==> config.mk <==
export PLATFORM = sky130hd
export DESIGN_NAME = cits_xfer_select
export DESIGN_NICKNAME = d
export VERILOG_FILES = /design/src/hdl/cits_pkg.sv /design/src/hdl/cits_xfer_select.sv
export VERILOG_INCLUDE_DIRS = /design/src /design/src/hdl
export SDC_FILE = /design/constraint.sdc
export NUM_CORES = 1
export LEC_CHECK = 0
export BUFFER_PORTS_ARGS = -buffer_cell sky130_fd_sc_hd__buf_2
export CAP_MARGIN = 20
export CORE_AREA = 2 2 116 129
export DETAILED_ROUTE_END_ITERATION = 6
export DIE_AREA = 0 0 118 131
export GPL_ROUTABILITY_DRIVEN = 0
export HOLD_SLACK_MARGIN = 0.15
export PLACE_DENSITY = 0.71
export SKIP_LAST_GASP = 1
export SYNTH_ARGS = -nofsm -noshare
export SYNTH_HDL_FRONTEND = slang
export SYNTH_SLANG_ARGS = --single-unit
==> constraint.sdc <==
create_clock -name clk -period 1.78 [get_ports clk]
set_clock_uncertainty 0.05 [all_clocks]
set_input_delay 0.178 -clock clk [delete_from_list [all_inputs] [get_ports clk]]
set_output_delay 0.178 -clock clk [all_outputs]
set_load 0.05 [all_outputs]
==> src/hdl/cits_cfg.svh <==
`ifndef CITS_CFG_SVH
`define CITS_CFG_SVH
// ---------------------------------------------------------------
// Widths of the message object fields
// ---------------------------------------------------------------
`define CITS_CTRL_W      16
`define CITS_WORD_W      16
`define CITS_WORDS       4
`define CITS_MSGNUM_W    6
// ---------------------------------------------------------------
// Flag positions inside the control word
// ---------------------------------------------------------------
`define CITS_FRESH_BIT   15
`define CITS_IRQ_BIT     13
`define CITS_TXREQ_BIT   8
// ---------------------------------------------------------------
// Reset values
// ---------------------------------------------------------------
`define CITS_CTRL_RST    16'h0000
`define CITS_WORD_RST    16'h0000
`define CITS_NUM_RST     6'h00
`endif

==> src/hdl/cits_pkg.sv <==
`include "cits_cfg.svh"
// ---------------------------------------------------------------
// Types of the transfer select block
// ---------------------------------------------------------------
package cits_pkg;
	// Direction plus the five select bits, applied as one group
	typedef struct packed {
		logic write_not_read;
		logic control_select;
		logic clear_pending_select;
		logic txreq_or_fresh_select;
		logic low_payload_select;
		logic high_payload_select;
	} cits_select_t;

	// One message object image: control word and payload words
	typedef struct packed {
		logic [`CITS_CTRL_W-1:0]                 ctrl;
		logic [`CITS_WORDS-1:0][`CITS_WORD_W-1:0] payload;
	} cits_obj_t;

	// Transfer sequencer states
	typedef enum logic [1:0] {
		CITS_IDLE  = 2'b00,
		CITS_FETCH = 2'b01,
		CITS_MERGE = 2'b10
	} cits_state_t;
endpackage : cits_pkg

==> src/hdl/cits_xfer_select.sv <==
`timescale 1ns/1ps
`include "cits_cfg.svh"
module cits_xfer_select (
	input  wire logic                         clk,
	input  wire logic                         reset,
	input  wire logic                         sel_wr,
	input  wire cits_pkg::cits_select_t       sel_wdata,
	output      cits_pkg::cits_select_t       sel_q,
	input  wire logic                         ctrl_wr,
	input  wire logic [`CITS_CTRL_W-1:0]      ctrl_wdata,
	input  wire logic [`CITS_WORDS-1:0]       word_wr,
	input  wire logic [`CITS_WORD_W-1:0]      word_wdata,
	output      logic [`CITS_CTRL_W-1:0]      iface_msg_control_reg,
	output      logic [`CITS_WORD_W-1:0]      iface_payload_word0,
	output      logic [`CITS_WORD_W-1:0]      iface_payload_word1,
	output      logic [`CITS_WORD_W-1:0]      iface_payload_word2,
	output      logic [`CITS_WORD_W-1:0]      iface_payload_word3,
	input  wire logic                         cmd_req_wr,
	input  wire logic [`CITS_MSGNUM_W-1:0]    cmd_msg_num,
	output      logic                         busy,
	output      logic                         done,
	output      logic                         ram_rd_en,
	output      logic                         ram_wr_en,
	output      logic [`CITS_MSGNUM_W-1:0]    ram_addr,
	output      cits_pkg::cits_obj_t          ram_wdata,
	input  wire cits_pkg::cits_obj_t          ram_rdata
);
	import cits_pkg::*;

	// ---------------------------------------------------------------
	// Storage
	// ---------------------------------------------------------------
	cits_select_t                        sel_reg;     // Software selects
	cits_select_t                        act_reg;     // Selects of this transfer
	cits_state_t                         state_reg;   // Sequencer state
	cits_state_t                         state_next;  // Next state
	logic [`CITS_MSGNUM_W-1:0]           num_reg;     // Object in work
	logic [`CITS_CTRL_W-1:0]             ctrl_reg;    // Interface control
	logic [`CITS_WORDS-1:0][`CITS_WORD_W-1:0] word_reg; // Interface payload
	logic                                done_reg;    // End of transfer pulse
	cits_obj_t                           merged;      // Object to write back
	logic                                need_write;  // Write back required

	// Payload word index of the low and high halves
	localparam int LOW0  = 0;
	localparam int LOW1  = 1;
	localparam int HIGH0 = 2;
	localparam int HIGH1 = 3;

	// Picks one payload half: new words when selected, else old
	function automatic logic [2*`CITS_WORD_W-1:0] pick_half(
		input logic                      take,
		input logic [2*`CITS_WORD_W-1:0] fresh_words,
		input logic [2*`CITS_WORD_W-1:0] old_words
	);
		pick_half = take ? fresh_words : old_words;
	endfunction : pick_half

	// ---------------------------------------------------------------
	// Select register
	// ---------------------------------------------------------------
	// selects reset to zero
	always_ff @(posedge clk) begin
		if (reset) begin
			sel_reg <= '0;
		end else if (sel_wr) begin
			sel_reg <= sel_wdata;
		end
	end

	// group latched at start
	// Latching keeps a mid-transfer select write from
	// mixing two setups inside one object update.
	always_ff @(posedge clk) begin
		if (reset) begin
			act_reg <= '0;
			num_reg <= `CITS_NUM_RST;
		end else if (state_reg == CITS_IDLE && cmd_req_wr) begin
			act_reg <= sel_reg;
			num_reg <= cmd_msg_num;
		end
	end

	// ---------------------------------------------------------------
	// Sequencer
	// ---------------------------------------------------------------
	// Next state: fetch object, then merge and write back
	always_comb begin
		state_next = state_reg;
		case (state_reg)
			// Start only from idle; requests while busy are dropped
			CITS_IDLE: begin
				if (cmd_req_wr) begin
					state_next = CITS_FETCH;
				end
			end
			// RAM answers one cycle after the read strobe
			CITS_FETCH: begin
				state_next = CITS_MERGE;
			end
			// Merge and optional write back in one cycle
			CITS_MERGE: begin
				state_next = CITS_IDLE;
			end
			default: begin
				state_next = CITS_IDLE;
			end
		endcase
	end

	// State register
	always_ff @(posedge clk) begin
		if (reset) begin
			state_reg <= CITS_IDLE;
		end else begin
			state_reg <= state_next;
		end
	end

	// Done pulse after the merge cycle
	always_ff @(posedge clk) begin
		if (reset) begin
			done_reg <= 1'b0;
		end else begin
			done_reg <= (state_reg == CITS_MERGE);
		end
	end

	// ---------------------------------------------------------------
	// Merge of the object image
	// ---------------------------------------------------------------
	// Builds the write-back image from the fetched object
	always_comb begin
		merged     = ram_rdata;
		need_write = 1'b0;
		if (act_reg.write_not_read) begin
			need_write = 1'b1;
			if (act_reg.control_select) begin
				merged.ctrl = ctrl_reg;
			end
			if (act_reg.txreq_or_fresh_select) begin
				merged.ctrl[`CITS_TXREQ_BIT] = 1'b1;
			end
			{merged.payload[LOW1], merged.payload[LOW0]} = pick_half(
				act_reg.low_payload_select,
				{word_reg[LOW1], word_reg[LOW0]},
				{ram_rdata.payload[LOW1], ram_rdata.payload[LOW0]});
			{merged.payload[HIGH1], merged.payload[HIGH0]} = pick_half(
				act_reg.high_payload_select,
				{word_reg[HIGH1], word_reg[HIGH0]},
				{ram_rdata.payload[HIGH1], ram_rdata.payload[HIGH0]});
			// clear select has no effect here
		end else begin
			if (act_reg.clear_pending_select) begin
				merged.ctrl[`CITS_IRQ_BIT] = 1'b0;
				need_write                 = 1'b1;
			end
			if (act_reg.txreq_or_fresh_select) begin
				merged.ctrl[`CITS_FRESH_BIT] = 1'b0;
				need_write                   = 1'b1;
			end
		end
	end

	// ---------------------------------------------------------------
	// Interface buffer registers
	// ---------------------------------------------------------------
	// Control register: software or read transfer
	// Software writes are held off while busy so that the
	// image being merged cannot change under the transfer.
	always_ff @(posedge clk) begin
		if (reset) begin
			ctrl_reg <= `CITS_CTRL_RST;
		end else if (state_reg == CITS_MERGE) begin
			if (!act_reg.write_not_read && act_reg.control_select) begin
				ctrl_reg <= ram_rdata.ctrl;
			end
		end else if (state_reg == CITS_IDLE && ctrl_wr) begin
			ctrl_reg <= ctrl_wdata;
		end
	end

	// Payload registers: software or read transfer
	always_ff @(posedge clk) begin
		if (reset) begin
			word_reg <= {`CITS_WORDS{`CITS_WORD_RST}};
		end else if (state_reg == CITS_MERGE) begin
			if (!act_reg.write_not_read) begin
				if (act_reg.low_payload_select) begin
					word_reg[LOW0] <= ram_rdata.payload[LOW0];
					word_reg[LOW1] <= ram_rdata.payload[LOW1];
				end
				if (act_reg.high_payload_select) begin
					word_reg[HIGH0] <= ram_rdata.payload[HIGH0];
					word_reg[HIGH1] <= ram_rdata.payload[HIGH1];
				end
			end
		end else if (state_reg == CITS_IDLE) begin
			for (int i = 0; i < `CITS_WORDS; i++) begin
				if (word_wr[i]) begin
					word_reg[i] <= word_wdata;
				end
			end
		end
	end

	// ---------------------------------------------------------------
	// Outputs
	// ---------------------------------------------------------------
	assign sel_q                 = sel_reg;
	assign iface_msg_control_reg = ctrl_reg;
	assign iface_payload_word0   = word_reg[LOW0];
	assign iface_payload_word1   = word_reg[LOW1];
	assign iface_payload_word2   = word_reg[HIGH0];
	assign iface_payload_word3   = word_reg[HIGH1];
	assign busy                  = (state_reg != CITS_IDLE);
	assign done                  = done_reg;
	assign ram_addr              = num_reg;
	assign ram_rd_en             = (state_reg == CITS_FETCH);
	assign ram_wr_en             = (state_reg == CITS_MERGE) && need_write;
	assign ram_wdata             = merged;
endmodule : cits_xfer_select

==> report_table.html <==
<table>
<tr><th>Metric</th><th>Value</th></tr>
<tr><th colspan="2">Timing</th></tr>
<tr><td>Final Worst Setup Slack</td><td>-0.0791 ns</td></tr>
<tr><td>Final critical delay including setup and external delays</td><td>approximately 1.9 ns</td></tr>
<tr><td>Fmax</td><td>between 0.5 and 0.6 GHz</td></tr>
<tr><td>Rel. slew slack</td><td>0.754</td></tr>
<tr><td>Final setup violation count</td><td>46</td></tr>
<tr><td>Worst-case hold slack</td><td>0.138 ns</td></tr>
<tr><td>Worst Tran Pin Value</td><td>0.369 ns</td></tr>
<tr><td>Pins over their slew limit</td><td>0</td></tr>
<tr><td>Final Hold Violating Endpoints</td><td>0</td></tr>
<tr><td>Setup repair after global routing missed its margin</td><td>true</td></tr>
<tr><td>Share of the clock period used by the worst path</td><td>1.04</td></tr>
<tr><th colspan="2">Power</th></tr>
<tr><td>Cell leakage power</td><td>4.59 nW</td></tr>
<tr><td>Worst-case vdd ir drop</td><td>roughly 0.52 mV</td></tr>
<tr><td>Design Power</td><td>7.48 mW</td></tr>
<tr><td>Pwr per Cell Area</td><td>748 nW/um2</td></tr>
<tr><th colspan="2">Synthesis</th></tr>
<tr><td>Netlist Area Pre-Place</td><td>about 5600 um2</td></tr>
<tr><td>Synth async-reset ratio</td><td>0</td></tr>
<tr><td>Syn Nets</td><td>714</td></tr>
<tr><td>Library cell with the highest instance count after synthesis</td><td>sky130_fd_sc_hd__dfxtp_1</td></tr>
<tr><td>Number of flip-flops and latches in the synthesized netlist</td><td>101</td></tr>
<tr><td>Top post-synthesis cells by count</td><td>sky130_fd_sc_hd__dfxtp_1, sky130_fd_sc_hd__nand2_1, sky130_fd_sc_hd__nor3_1</td></tr>
<tr><td>Synthesized area per cell</td><td>9.58 um2</td></tr>
<tr><td>Number of warnings reported in the yosys synthesis log</td><td>0</td></tr>
<tr><td>Share of the synthesized area in the top cell type</td><td>0.363</td></tr>
<tr><td>Cell taking the most area after synthesis</td><td>sky130_fd_sc_hd__dfxtp_1</td></tr>
<tr><td>Most frequently used flop master after synthesis</td><td>sky130_fd_sc_hd__dfxtp_1</td></tr>
<tr><td>Top cells by area in the synthesized netlist</td><td>sky130_fd_sc_hd__dfxtp_1, sky130_fd_sc_hd__mux2_2, sky130_fd_sc_hd__a311oi_2</td></tr>
<tr><td>Number of enable-type register cells in the synthesized netlist</td><td>0</td></tr>
<tr><td>Number of distinct library cells after synthesis</td><td>28</td></tr>
<tr><td>Gate count of the mapped netlist</td><td>581</td></tr>
<tr><td>Proportion of synthesized chip area in sequential cells</td><td>0.363</td></tr>
<tr><th colspan="2">Die</th></tr>
<tr><td>Die outline width</td><td>118 um</td></tr>
<tr><td>DIE AREA</td><td>15500 um2</td></tr>
<tr><td>Number of top-level pins</td><td>about 310</td></tr>
<tr><td>Initial standard-cell utilization of the core</td><td>0.391</td></tr>
<tr><td>DIE HEIGHT</td><td>about 130 um</td></tr>
<tr><td>Row Count</td><td>46</td></tr>
<tr><td>Area of the core</td><td>14200 um2</td></tr>
<tr><th colspan="2">Placed design</th></tr>
<tr><td>Final HPWL from detailed placement</td><td>around 16 mm</td></tr>
<tr><td>Placed Instance Area</td><td>7440 um2</td></tr>
<tr><td>Setup WS pre-CTS</td><td>0.101 ns</td></tr>
<tr><td>IO buf count</td><td>308</td></tr>
<tr><th colspan="2">Setup path</th></tr>
<tr><td>Required time worst endpoint</td><td>1.55 ns</td></tr>
<tr><td>Critical path peak fanout</td><td>8</td></tr>
<tr><td>Kind of end point of the critical path</td><td>output pin</td></tr>
<tr><td>Worst Setup Path Type</td><td>reg -&gt; out</td></tr>
<tr><td>R2r setup slk</td><td>0.01 ns</td></tr>
<tr><td>Worst endpoint data arrival time</td><td>1.63 ns</td></tr>
<tr><td>Critical path startpoint category</td><td>flop</td></tr>
<tr><th colspan="2">Finish</th></tr>
<tr><td>Synth-to-Final Area Change</td><td>79.5%</td></tr>
<tr><td>Number of inserted diodes</td><td>0</td></tr>
<tr><td>Layout cells sized above 1</td><td>0.525</td></tr>
<tr><td>Filler cells</td><td>~1000</td></tr>
<tr><td>Final Net Count</td><td>1124</td></tr>
<tr><td>Summed area of non-filler cells in the final layout</td><td>roughly 10000 um2</td></tr>
<tr><th colspan="2">GRT</th></tr>
<tr><td>Largest net degree at the start of global routing</td><td>43</td></tr>
<tr><td>Global route overflow</td><td>0</td></tr>
<tr><td>Number of antenna violations at the first check in global routing</td><td>0</td></tr>
<tr><td>Combined global-route utilization of all metal layers</td><td>0.326</td></tr>
<tr><td>Via count of the first global-routing pass</td><td>slightly below 7000</td></tr>
<tr><td>Wire length of the first global-routing pass</td><td>39.2 mm</td></tr>
<tr><th colspan="2">Clocking</th></tr>
<tr><td>Clock tree sinks</td><td>101</td></tr>
<tr><td>Number of CTS-inserted buffers</td><td>9</td></tr>
<tr><td>Maximum level of the CTS H-tree</td><td>3</td></tr>
<tr><td>Cell at the root of the clock tree</td><td>sky130_fd_sc_hd__clkbuf_16</td></tr>
<tr><td>Clock tree from TritonCTS</td><td>done</td></tr>
<tr><td>Clk slew on worst S/H paths</td><td>0.08 ns</td></tr>
<tr><td>Max Root-Sink Buffers</td><td>2</td></tr>
<tr><td>Clock latency on the worst-skew pair</td><td>0.35 ns</td></tr>
<tr><th colspan="2">Drt</th></tr>
<tr><td>Total routed wirelength</td><td>around 27 mm</td></tr>
<tr><td>Via count</td><td>a little under 7000</td></tr>
<tr><td>Number of design rule violations left after detail routing</td><td>0</td></tr>
<tr><td>Antenna violation net count after detailed routing</td><td>0</td></tr>
<tr><td>Routed vias/inst</td><td>5.72</td></tr>
<tr><td>Starting DRC count in detailed routing</td><td>around 510</td></tr>
<tr><td>Wire length per cell</td><td>approximately 22 um</td></tr>
<tr><td>Number of iterations in the first detailed-routing pass</td><td>5</td></tr>
<tr><th colspan="2">Run</th></tr>
<tr><td>Number of maximum-capacitance constraint violations</td><td>0</td></tr>
<tr><th colspan="2">Run status</th></tr>
<tr><td>Run status</td><td>finished with violations</td></tr>
<tr><td>Failing checks</td><td>negative setup slack</td></tr>
<tr><th colspan="2">Hold path</th></tr>
<tr><td>Worst min-delay path class</td><td>in -&gt; reg</td></tr>
</table>
==> power breakdown <==
group / switching [mW] / total, mW / leakage, nW / internal, mW
registers: 0.194 / 2.64 / 0.840 / 2.45
logic: 1.79 / 2.85 / 3.61 / 1.06
clock network: 1.00 / 1.99 / 0.145 / 0.987
==> area by class of cell <==
| type | instances | area [um2] | area share |
|---|---|---|---|
| well taps | 192 | 240 | 0.0240 |
| flip-flops and latches | 101 | 2040 | 0.204 |
| clock buffers | 9 | 225 | 0.0225 |
| repair buffers | 460 | 3960 | 0.396 |
| clock inverters | 7 | 62.6 | 0.00626 |
| multi-input cells | 419 | 3460 | 0.347 |
==> layout by cell type, fill, tap and decap left out, drive strengths merged, types with 3 or more instances in the layout <==
| cell | instances |
|---|---|
| or2 | 5 |
| a211oi | 16 |
| mux2 | 79 |
| o21ai | 16 |
| dfxtp | 101 |
| a21oi | 16 |
| nor3b | 6 |
| nor2 | 22 |
| mux2i | 18 |
| dlygate4sd3 | 90 |
| buf | 365 |
| nand2 | 83 |
| nor2b | 3 |
| nor3 | 81 |
| a311oi | 64 |
| clkbuf | 14 |
| inv | 5 |
==> stage by stage <==
step                       util  setup TNS [ns]  cells
final                     0.703           -2.10   1188
after global placement    0.524               0   1062
after CTS                 0.686           -2.81   1179
after detailed placement  0.524               0   1062
after floorplan               -               0    581
after global routing      0.703           -4.28   1188
==> path summary, 6_finish.rpt <==
path	cells past startpoint	endpoint	startpoint
max	5	ram_wdata[62]	act_reg[5]
max reg2reg	7	iface_payload_word0[6]	act_reg[5]
min	3	iface_msg_control_reg[3]	ctrl_wdata[3]
min reg2reg	2	ram_addr[3]	ram_addr[3]
==> timing repair <==
| item | 4_1_cts | 5_1_grt |
|---|---|---|
| endpoints found under the setup margin | 82 | 143 |
| endpoints found under the hold margin | 89 | 0 |
| resized for setup | 273 | 31 |
| setup buffers | 5 | 5 |
| pin swaps | 4 | 19 |
| hold buffers | 90 | 0 |
| gates cloned | 6 | 6 |
==> layer usage <==
layer	wire length, um	up-vias	global-route usage	share of wire
li1	-	3000	-	-
met1	9980	3263	0.372	0.38
met2	13300	443	0.593	0.50
met3	2100	93	0.0603	0.079
met4	1140	0	0.156	0.043
met5	0	-	0	0
==> kinds of logic (layout without fill, tap and decap cells) <==
group,after synthesis,in the layout,share of synthesized area
and+or+nand+nor,206,206,0.182
AOI/OAI and AO/OA,116,116,0.193
DFF,101,101,0.363
muxes,97,97,0.192
buffers and inverters,61,476,0.0688
==> worst max-delay path: stages (launching register included) <==
cell and delay (ns):
sky130_fd_sc_hd__dfxtp_4 0.40, sky130_fd_sc_hd__buf_6 0.13, sky130_fd_sc_hd__nand2_8 0.09, sky130_fd_sc_hd__buf_16 0.17, sky130_fd_sc_hd__mux2_4 0.33, sky130_fd_sc_hd__buf_8 0.16
Note: power is estimated with default switching activity, not from simulation.
